--- config.mk ---
export PLATFORM = sky130hd
export DESIGN_NAME = adcfg_accumulator_ctrl
export DESIGN_NICKNAME = d
export VERILOG_FILES = /design/src/common/adcfg_pkg.sv /design/src/rtl/adcfg_accumulator_ctrl.sv /design/src/rtl/adcfg_sar_divider.sv
export SDC_FILE = /design/constraint.sdc
export NUM_CORES = 1
export LEC_CHECK = 0
export ABC_CLOCK_PERIOD_IN_PS = 2400
export BUFFER_PORTS_ARGS = -buffer_cell sky130_fd_sc_hd__buf_2
export CAP_MARGIN = 10
export CORE_MARGIN = 4
export CORE_UTILIZATION = 56
export CTS_BUF_LIST = sky130_fd_sc_hd__clkbuf_8
export CTS_CLUSTER_DIAMETER = 80
export CTS_CLUSTER_SIZE = 8
export DETAILED_ROUTE_END_ITERATION = 8
export GPL_TIMING_DRIVEN = 0
export PLACE_DENSITY = 0.84
export SYNTH_ARGS = -nofsm -noshare
export SYNTH_HDL_FRONTEND = slang
export SYNTH_SLANG_ARGS = --single-unit
--- constraint.sdc ---
create_clock -name clock -period 2.4 [get_ports clock]
set_clock_uncertainty 0.2 [all_clocks]
set_input_delay 0.48 -clock clock [delete_from_list [all_inputs] [get_ports clock]]
set_output_delay 0.48 -clock clock [all_outputs]
set_load 0.01 [all_outputs]
--- src/common/adcfg_pkg.sv ---
package adcfg_pkg;
    // Register offsets on the special-function register port.
    localparam logic [7:0] ACC_CFG_ADDR = 8'hBA;
    localparam logic [7:0] CONV_CFG_ADDR = 8'hBC;
    localparam logic [7:0] RESULT_LOW_ADDR = 8'hBE;
    localparam logic [7:0] RESULT_HIGH_ADDR = 8'hBF;
    // Reset values.
    localparam logic [7:0] CONV_CFG_RESET = 8'hF8;
    localparam logic [7:0] ACC_CFG_RESET = 8'h00;
    localparam logic [15:0] ACC_RESET = 16'h0000;
    // Converter configuration fields.
    localparam int DIV_MSB = 7;
    localparam int DIV_LSB = 3;
    localparam int EIGHT_BIT_POS = 2;
    localparam int DELAY_TRACK_POS = 1;
    localparam int GAIN_POS = 0;
    // Accumulator configuration fields.
    localparam int ACCUM_POS = 6;
    localparam int SJ_MSB = 5;
    localparam int SJ_LSB = 3;
    localparam int RPT_MSB = 2;
    localparam int RPT_LSB = 0;
    localparam logic [7:0] ACC_CFG_READ_MASK = 8'h3F;
    // Conversion timing in SAR clocks, and the left-justify code.
    localparam logic [3:0] DELAY_TRACK_TICKS = 4'h3;
    localparam logic [3:0] TEN_BIT_TICKS = 4'hA;
    localparam logic [3:0] EIGHT_BIT_TICKS = 4'h8;
    localparam logic [2:0] SJ_LEFT = 3'h4;

    typedef enum logic [2:0] {
        ST_IDLE = 3'b001,
        ST_TRACK = 3'b010,
        ST_CONVERT = 3'b100
    } adcfg_state_e;

    function automatic logic [6:0] adcfg_repeat_total(input logic [2:0] code);
        case (code)
            3'h1: adcfg_repeat_total = 7'h04;
            3'h2: adcfg_repeat_total = 7'h08;
            3'h3: adcfg_repeat_total = 7'h10;
            3'h4: adcfg_repeat_total = 7'h20;
            3'h5: adcfg_repeat_total = 7'h40;
            default: adcfg_repeat_total = 7'h01;
        endcase
    endfunction : adcfg_repeat_total

    function automatic logic [15:0] adcfg_format(input logic [15:0] acc, input logic [2:0] sj);
        case (sj)
            3'h0: adcfg_format = acc;
            3'h1: adcfg_format = acc >> 1;
            3'h2: adcfg_format = acc >> 2;
            3'h3: adcfg_format = acc >> 3;
            SJ_LEFT: adcfg_format = {acc[9:0], 6'h00};
            default: adcfg_format = acc;
        endcase
    endfunction : adcfg_format
endpackage : adcfg_pkg

--- src/rtl/adcfg_accumulator_ctrl.sv ---
`timescale 1ns/10ps
module adcfg_accumulator_ctrl
    import adcfg_pkg::*;
(
    input wire logic clock,
    input wire logic resetn,
    input wire logic [7:0] sfrAddr,
    input wire logic sfrWriteEn,
    input wire logic sfrReadEn,
    input wire logic [7:0] sfrWriteData,
    output logic [7:0] sfrReadData,
    input wire logic converterEnable,
    input wire logic burstModeEnable,
    input wire logic startConversion,
    input wire logic lpOscClockPin,
    input wire logic [9:0] conversionData,
    output logic sarClockTick,
    output logic tracking,
    output logic converting,
    output logic eightBitMode,
    output logic gainUnity,
    output logic endOfConversion
);
    logic [7:0] convCfgReg, convCfgNext;
    logic [7:0] accCfgReg, accCfgNext;
    logic [15:0] accReg, accNext;
    adcfg_state_e stateReg, stateNext;
    logic [3:0] tickCntReg, tickCntNext;
    logic [6:0] burstCntReg, burstCntNext;
    logic [7:0] readDataReg, readDataNext;
    logic eocReg, eocNext;
    logic trackingReg, convertingReg, eightReg, gainReg;
    logic lpSync1Reg, lpSync2Reg, lpPrevReg;
    logic sourceTick;
    logic sarTick;
    logic finish;
    logic [15:0] sample;
    logic [15:0] formatted;
    logic [3:0] convTicks;
    logic [6:0] burstTotal;

    // The oscillator pin is foreign to this clock; only its synchronised edge is used.
    always_ff @(posedge clock) begin
        if (!resetn) begin
            lpSync1Reg <= 1'b0;
            lpSync2Reg <= 1'b0;
            lpPrevReg <= 1'b0;
        end else begin
            lpSync1Reg <= lpOscClockPin;
            lpSync2Reg <= lpSync1Reg;
            lpPrevReg <= lpSync2Reg;
        end
    end

    assign sourceTick = burstModeEnable ? (lpSync2Reg & ~lpPrevReg) : 1'b1;

    adcfg_sar_divider #(
        .DIV_WIDTH(DIV_MSB - DIV_LSB + 1)
    ) u_divider (
        .clock(clock),
        .resetn(resetn),
        .sourceTick(sourceTick),
        .divider(convCfgReg[DIV_MSB:DIV_LSB]),
        .sarTick(sarTick)
    );

    assign convTicks = convCfgReg[EIGHT_BIT_POS] ? EIGHT_BIT_TICKS : TEN_BIT_TICKS;
    assign burstTotal = adcfg_repeat_total(accCfgReg[RPT_MSB:RPT_LSB]);
    assign finish = (stateReg == ST_CONVERT) && sarTick && (tickCntReg == convTicks - 4'h1);
    assign sample = convCfgReg[EIGHT_BIT_POS] ? {6'h00, conversionData[9:2], 2'b00}
                                              : {6'h00, conversionData};
    assign formatted = adcfg_format(accReg, accCfgReg[SJ_MSB:SJ_LSB]);

    always_comb begin
        convCfgNext = convCfgReg;
        accCfgNext = accCfgReg;
        accNext = accReg;
        stateNext = stateReg;
        tickCntNext = tickCntReg;
        burstCntNext = burstCntReg;
        eocNext = 1'b0;
        readDataNext = readDataReg;
        if (sfrWriteEn) begin
            if (sfrAddr == CONV_CFG_ADDR) begin
                convCfgNext = sfrWriteData;
            end else if (sfrAddr == ACC_CFG_ADDR) begin
                accCfgNext = {1'b0, sfrWriteData[6:0]};
            end else if (sfrAddr == RESULT_LOW_ADDR) begin
                accNext = {accReg[15:8], sfrWriteData};
            end else if (sfrAddr == RESULT_HIGH_ADDR) begin
                accNext = {sfrWriteData, accReg[7:0]};
            end
        end
        if (sfrReadEn) begin
            if (sfrAddr == CONV_CFG_ADDR) begin
                readDataNext = convCfgReg;
            end else if (sfrAddr == ACC_CFG_ADDR) begin
                readDataNext = accCfgReg & ACC_CFG_READ_MASK;
            end else if (sfrAddr == RESULT_LOW_ADDR) begin
                readDataNext = convCfgReg[EIGHT_BIT_POS] ? 8'h00 : formatted[7:0];
            end else if (sfrAddr == RESULT_HIGH_ADDR) begin
                readDataNext = formatted[15:8];
            end else begin
                readDataNext = 8'h00;
            end
        end
        case (stateReg)
            ST_IDLE: begin
                tickCntNext = 4'h0;
                if (startConversion && converterEnable) begin
                    stateNext = convCfgReg[DELAY_TRACK_POS] ? ST_TRACK : ST_CONVERT;
                end
            end
            ST_TRACK: begin
                if (sarTick) begin
                    if (tickCntReg == DELAY_TRACK_TICKS - 4'h1) begin
                        tickCntNext = 4'h0;
                        stateNext = ST_CONVERT;
                    end else begin
                        tickCntNext = tickCntReg + 4'h1;
                    end
                end
            end
            ST_CONVERT: begin
                if (sarTick) begin
                    tickCntNext = tickCntReg + 4'h1;
                end
                // A finishing conversion wins over a software write to the result bytes.
                if (finish) begin
                    tickCntNext = 4'h0;
                    stateNext = ST_IDLE;
                    if (burstModeEnable) begin
                        accNext = (burstCntReg == 7'h00) ? sample : accReg + sample;
                        if (burstCntReg + 7'h01 >= burstTotal) begin
                            burstCntNext = 7'h00;
                            eocNext = 1'b1;
                        end else begin
                            burstCntNext = burstCntReg + 7'h01;
                        end
                    end else begin
                        accNext = accCfgReg[ACCUM_POS] ? accReg + sample : sample;
                        burstCntNext = 7'h00;
                        eocNext = 1'b1;
                    end
                end
            end
            default: begin
                stateNext = ST_IDLE;
            end
        endcase
    end

    always_ff @(posedge clock) begin
        if (!resetn) begin
            convCfgReg <= CONV_CFG_RESET;
            accCfgReg <= ACC_CFG_RESET;
            accReg <= ACC_RESET;
            stateReg <= ST_IDLE;
            tickCntReg <= 4'h0;
            burstCntReg <= 7'h00;
            readDataReg <= 8'h00;
            eocReg <= 1'b0;
            trackingReg <= 1'b0;
            convertingReg <= 1'b0;
            eightReg <= 1'b0;
            gainReg <= 1'b0;
        end else begin
            convCfgReg <= convCfgNext;
            accCfgReg <= accCfgNext;
            accReg <= accNext;
            stateReg <= stateNext;
            tickCntReg <= tickCntNext;
            burstCntReg <= burstCntNext;
            readDataReg <= readDataNext;
            eocReg <= eocNext;
            trackingReg <= (stateNext == ST_TRACK);
            convertingReg <= (stateNext == ST_CONVERT);
            eightReg <= convCfgNext[EIGHT_BIT_POS];
            gainReg <= convCfgNext[GAIN_POS];
        end
    end

    assign sfrReadData = readDataReg;
    assign sarClockTick = sarTick;
    assign tracking = trackingReg;
    assign converting = convertingReg;
    assign eightBitMode = eightReg;
    assign gainUnity = gainReg;
    assign endOfConversion = eocReg;

    // Helper: cycles since the last SAR tick, valid only while the divider is undisturbed.
    logic [5:0] gapReg;
    logic gapValidReg;
    always_ff @(posedge clock) begin
        if (!resetn) begin
            gapReg <= 6'h00;
            gapValidReg <= 1'b0;
        end else begin
            gapReg <= sarTick ? 6'h00 : gapReg + 6'h01;
            if ((sfrWriteEn && sfrAddr == CONV_CFG_ADDR) || burstModeEnable) begin
                gapValidReg <= 1'b0;
            end else if (sarTick) begin
                gapValidReg <= 1'b1;
            end
        end
    end
endmodule : adcfg_accumulator_ctrl

--- src/rtl/adcfg_sar_divider.sv ---
`timescale 1ns/10ps
module adcfg_sar_divider
    import adcfg_pkg::*;
#(
    parameter int DIV_WIDTH = 5
) (
    input wire logic clock,
    input wire logic resetn,
    input wire logic sourceTick,
    input wire logic [DIV_WIDTH-1:0] divider,
    output logic sarTick
);
    logic [DIV_WIDTH-1:0] countReg;
    logic [DIV_WIDTH-1:0] countNext;
    logic tickReg;
    logic tickNext;

    always_comb begin
        countNext = countReg;
        tickNext = 1'b0;
        if (sourceTick) begin
            if (countReg >= divider) begin
                countNext = '0;
                tickNext = 1'b1;
            end else begin
                countNext = countReg + 1'b1;
            end
        end
    end

    always_ff @(posedge clock) begin
        if (!resetn) begin
            countReg <= '0;
            tickReg <= 1'b0;
        end else begin
            countReg <= countNext;
            tickReg <= tickNext;
        end
    end

    assign sarTick = tickReg;
endmodule : adcfg_sar_divider

==> results.txt <==
- Area growth from synthesis to final layout: 22.1%
- Post-synthesis instance area: 4750 sq um
- In the synthesized netlist the dominant register cell turns out to be sky130_fd_sc_hd__dfxtp_1.
- Hold WC Path Type: in2reg
* HPWL after detailed placement: 10,500 microns
* Final estimated routing congestion in global placement: 1.02
- The initial antenna violation count was 0.
- Crit path capture type: register
- Routed signal wires occupy layers up through met4.
* Minimum clock period: 2570 ps
- Kind of start point of the critical path: register
* Number of different library cells in the post-synthesis netlist: between 60 and 70
- Gate Count Post-Synth: 590
- The first global-routing pass estimated between 20,000 and 25,000 microns of wire.
- Detailed-routed wire length on met3: 1760 microns
- Count of final max-slew check failures: 0
- The die is 100 microns wide.
- After detailed routing, the met2 layer carries approximately 7700 microns of wire.
- After detailed routing, the average wire length per cell comes to 21.7 microns.
- The detailed router placed 5,315 vias in this run.
* Cell internal power dissipation: 1.66 mW
- Max rail drop VDD: 0.359 mV
- Result of the run: complete, but fails checks
- Reg power frac: 0.472
- The floorplan step defined a die boundary enclosing 10,000 sq um.
* Via count of the first global-routing pass: about 4,800
- Summed over all failing endpoints, the final setup total negative slack is -987 ps.
- The tool flagged a number of max-cap violations equal to 0.
- Ant. Diodes: 0
- Final count of negative-setup-slack endpoints: 13
* Post-synth EDFFs: 0
* Core Util, Final: 0.706
- Final period utilization: 1.07
- When the netlist entered floorplanning its net count stood at roughly 650.
* Mean Syn Cell Area: 8.06 sq um
- Delay of the slowest cell on the worst path: a little under 400 ps
- Cell accounting for the most synthesized area: sky130_fd_sc_hd__dfxtp_1
- Of the total power, the share spent switching nets is 0.285.
* Number of detailed-routing iterations run before antenna repair: 6
- Post-detailed-route DRC marker count: 0
- Post-layout power: 2.32 mW
- Yosys warning total: 0
* Number of sinks on the clock net: 65
- Clock-pin slew was measured on the worst setup and hold paths at 90 ps.
* Met1 routed wirelength after detailed routing: 6260 microns
- Core ar.: 8220 sq um
- Number of failing hold endpoints at the final stage: 0
* Sequential fraction of the synthesis area: 0.274
- Normalized max-slew margin: 0.568
- Fin worst setup slack: -173 ps
- Cell with the largest stage delay on the worst path: sky130_fd_sc_hd__dfxtp_4
* Number of vias per cell: 6.85
- # placed instances: 741
- Clock buffer count from CTS: 9
- Clock network power share: 0.429
- For this run the aggregate overflow at the end of global routing stands at 0.
* Worst Path Required: 2480 ps
* Largest net degree at the start of global routing: 14
- Number of top-level design ports: 48
* Share of power burned in combinational logic: 0.099
* TritonCTS clock tree: yes
- Initial cell density of the core: 0.578
* Number of cells in the finished layout apart from fillers: 776
- Counting flops with an async set or reset pin after synthesis yields a share of 0.
- Fraction of layout instances using a drive strength above 1: 0.237
* Total net switching power: 662 uW
- After the last flow step, the layout net total stands at a little over 700.
* Post-CTS Hold Fix Bufs: 0
- Of the post-synthesis cell area, the dominant cell type holds 0.274.
- Area after detailed placement: 5140 sq um
* Max Root-Sink Buffers: 2
- Worst Setup Path Type: reg2reg
* Post-detailed-routing wire length: 16,800 microns
* Signal arrival time at the worst endpoint: 2660 ps
- Counting flops and latches in the post-synthesis netlist gives 65.
- For this run, the total global-route usage over all layers was measured as 0.296.
- H-tree depth reported by CTS: 3
* List of cells traversed by the critical path: nor2_4 > mux2_4 > ha_4 > or3b_4 > a221oi_4 > a21o_1 > nand3_2 > a21oi_2
- Leakage: between 2 and 2.5 nW
- DRT antenna net count: 0
- Maximum fanout count along the critical path: 4
- Power spread over the standard cell area amounts to 401 nW/um^2.
- Root buffer selected by CTS: sky130_fd_sc_hd__clkbuf_8
* Cell with the most instances after synthesis: sky130_fd_sc_hd__dfxtp_1
- Number of buffer cells added on primary ports: 46
- The clock reaches the later pin of the worst-skew pair after 360 ps.
* Most instantiated cells after synthesis: sky130_fd_sc_hd__dfxtp_1 (65), sky130_fd_sc_hd__nor2_1 (53), sky130_fd_sc_hd__nand2_1 (43), sky130_fd_sc_hd__mux2i_1 (41), sky130_fd_sc_hd__o21ai_0 (33)
- The initialized floorplan defines 33 standard-cell rows.
* Fmax: 0.389 GHz
* Unrepaired setup endpoints after global routing: true
- The checks that failed: setup timing.
- Top post-synthesis cells by area: sky130_fd_sc_hd__dfxtp_1 (27%), sky130_fd_sc_hd__mux2i_1 (8.6%), sky130_fd_sc_hd__ha_1 (6.8%), sky130_fd_sc_hd__nor2_1 (4.2%), sky130_fd_sc_hd__o21ai_0 (3.5%)
* Post-route cell area: 5800 sq um
* Tightest Pin Transition: 648 ps
* Starting DRT DRC Count: 531
- From bottom edge to top edge, the die measures 100 microns.
-- layer usage --
metal  global-route usage  vias to the layer above
li1                     -                     2339
met1                0.369                     2469
met2                0.476                      395
met3               0.0521                      112
met4                0.177                        0
met5               0.0154                        -
-- layout by cell type, fill, tap and decap left out, types with 6 or more instances in the layout --
master | Yosys | layout
sky130_fd_sc_hd__a211oi_1 | 12 | 9
sky130_fd_sc_hd__buf_2 | 11 | 54
sky130_fd_sc_hd__clkbuf_8 | 0 | 9
sky130_fd_sc_hd__o311a_1 | 6 | 6
sky130_fd_sc_hd__a221oi_1 | 10 | 8
sky130_fd_sc_hd__a31oi_1 | 9 | 8
sky130_fd_sc_hd__dfxtp_1 | 65 | 57
sky130_fd_sc_hd__buf_4 | 2 | 21
sky130_fd_sc_hd__nand2b_1 | 7 | 7
sky130_fd_sc_hd__a21oi_1 | 29 | 25
sky130_fd_sc_hd__mux2i_1 | 41 | 41
sky130_fd_sc_hd__inv_1 | 29 | 29
sky130_fd_sc_hd__o21ai_0 | 33 | 29
sky130_fd_sc_hd__clkbuf_1 | 20 | 19
sky130_fd_sc_hd__o21ai_1 | 8 | 11
sky130_fd_sc_hd__o211ai_1 | 13 | 13
sky130_fd_sc_hd__nand3_1 | 26 | 21
sky130_fd_sc_hd__xor2_1 | 8 | 7
sky130_fd_sc_hd__a21o_1 | 8 | 8
sky130_fd_sc_hd__and3_1 | 11 | 9
sky130_fd_sc_hd__xnor2_1 | 12 | 10
sky130_fd_sc_hd__nand3b_1 | 6 | 6
sky130_fd_sc_hd__nor2_1 | 53 | 52
sky130_fd_sc_hd__nand2_1 | 43 | 43
sky130_fd_sc_hd__o22ai_1 | 11 | 11
sky130_fd_sc_hd__nor3_1 | 11 | 11
sky130_fd_sc_hd__ha_1 | 26 | 18
-- through the flow --
step | hold slack [ps] | setup slack, ps
after floorplan | 212 | 16.7
after global placement | 216 | -282
after detailed placement | 233 | -328
after CTS | 124 | -6.91
after global routing | 132 | -208
final | 126 | -173
-- layout make-up --
| cell class | count | area [sq um] |
|---|---|---|
| clock buffers | 9 | 124 |
| fillers | 620 | 2410 |
| plain buffers | 37 | 183 |
| inverters | 30 | 113 |
| well taps | 105 | 131 |
| flip-flops and latches | 65 | 1320 |
| multi-input cells | 458 | 3480 |
| repair buffers | 65 | 377 |
| clock inverters | 7 | 77.6 |
-- flip-flops by register name, summed over array words and instances (netlist names) --
signal / flops
accReg: 16
convCfgReg: 8
tracking: 1
tickCntReg: 4
converting: 1
burstCntReg: 7
lpSync2Reg: 1
u_divider.sarTick: 1
accCfgReg: 7
endOfConversion: 1
lpSync1Reg: 1
sfrReadData: 8
lpPrevReg: 1
stateReg: 3
u_divider.countReg: 5
-- kinds of logic (layout without fill, tap and decap cells) --
family | after synthesis | count (layout) | share of synthesized area
buffers and inverters | 67 | 148 | 0.0592
AOI/OAI and AO/OA | 166 | 166 | 0.237
xor gates and xnor gates | 20 | 20 | 0.0369
and+or+nand+nor | 197 | 197 | 0.218
DFF | 65 | 65 | 0.274
adders and majority gates | 27 | 27 | 0.0727
muxes | 48 | 48 | 0.103
-- power groups by stage --
| stage | clock (mW) | sequential (mW) | combinational [mW] |
|---|---|---|---|
| after CTS | 0.985 | 1.10 | 0.211 |
| after floorplan | 0 | 1.13 | 0.119 |
| after global placement | 0 | 1.13 | 0.201 |
| after detailed placement | 0 | 1.13 | 0.207 |
| final | 0.997 | 1.10 | 0.229 |
| after global routing | 1.04 | 1.10 | 0.247 |
-- worst paths after layout --
check                           slack, ps              to     startpoint  cells past startpoint
worst max-delay path                 -170  burstCntReg[6]   accCfgReg[0]                      8
worst min-delay path                  130      lpSync1Reg  lpOscClockPin                      2
worst max register to register       -170  burstCntReg[6]   accCfgReg[0]                      8
worst min register to register        250      lpSync2Reg     lpSync1Reg                      1
-- what timing repair did --
action | 4_1_cts | 5_1_grt
endpoints found under the setup margin | 14 | 28
pin swaps | 9 | 30
setup buffers | 12 | 7
resized for setup | 24 | 50
-- worst max-delay path, delay by kind of cell, from the launching register on --
| family | cells | cell delay (ps) |
|---|---|---|
| mux | 1 | 310 |
| flops | 1 | 390 |
| simple gates | 3 | 580 |
| compound gates | 3 | 790 |
| fa+ha+maj | 1 | 230 |
Power figures use the tool's default switching activity.
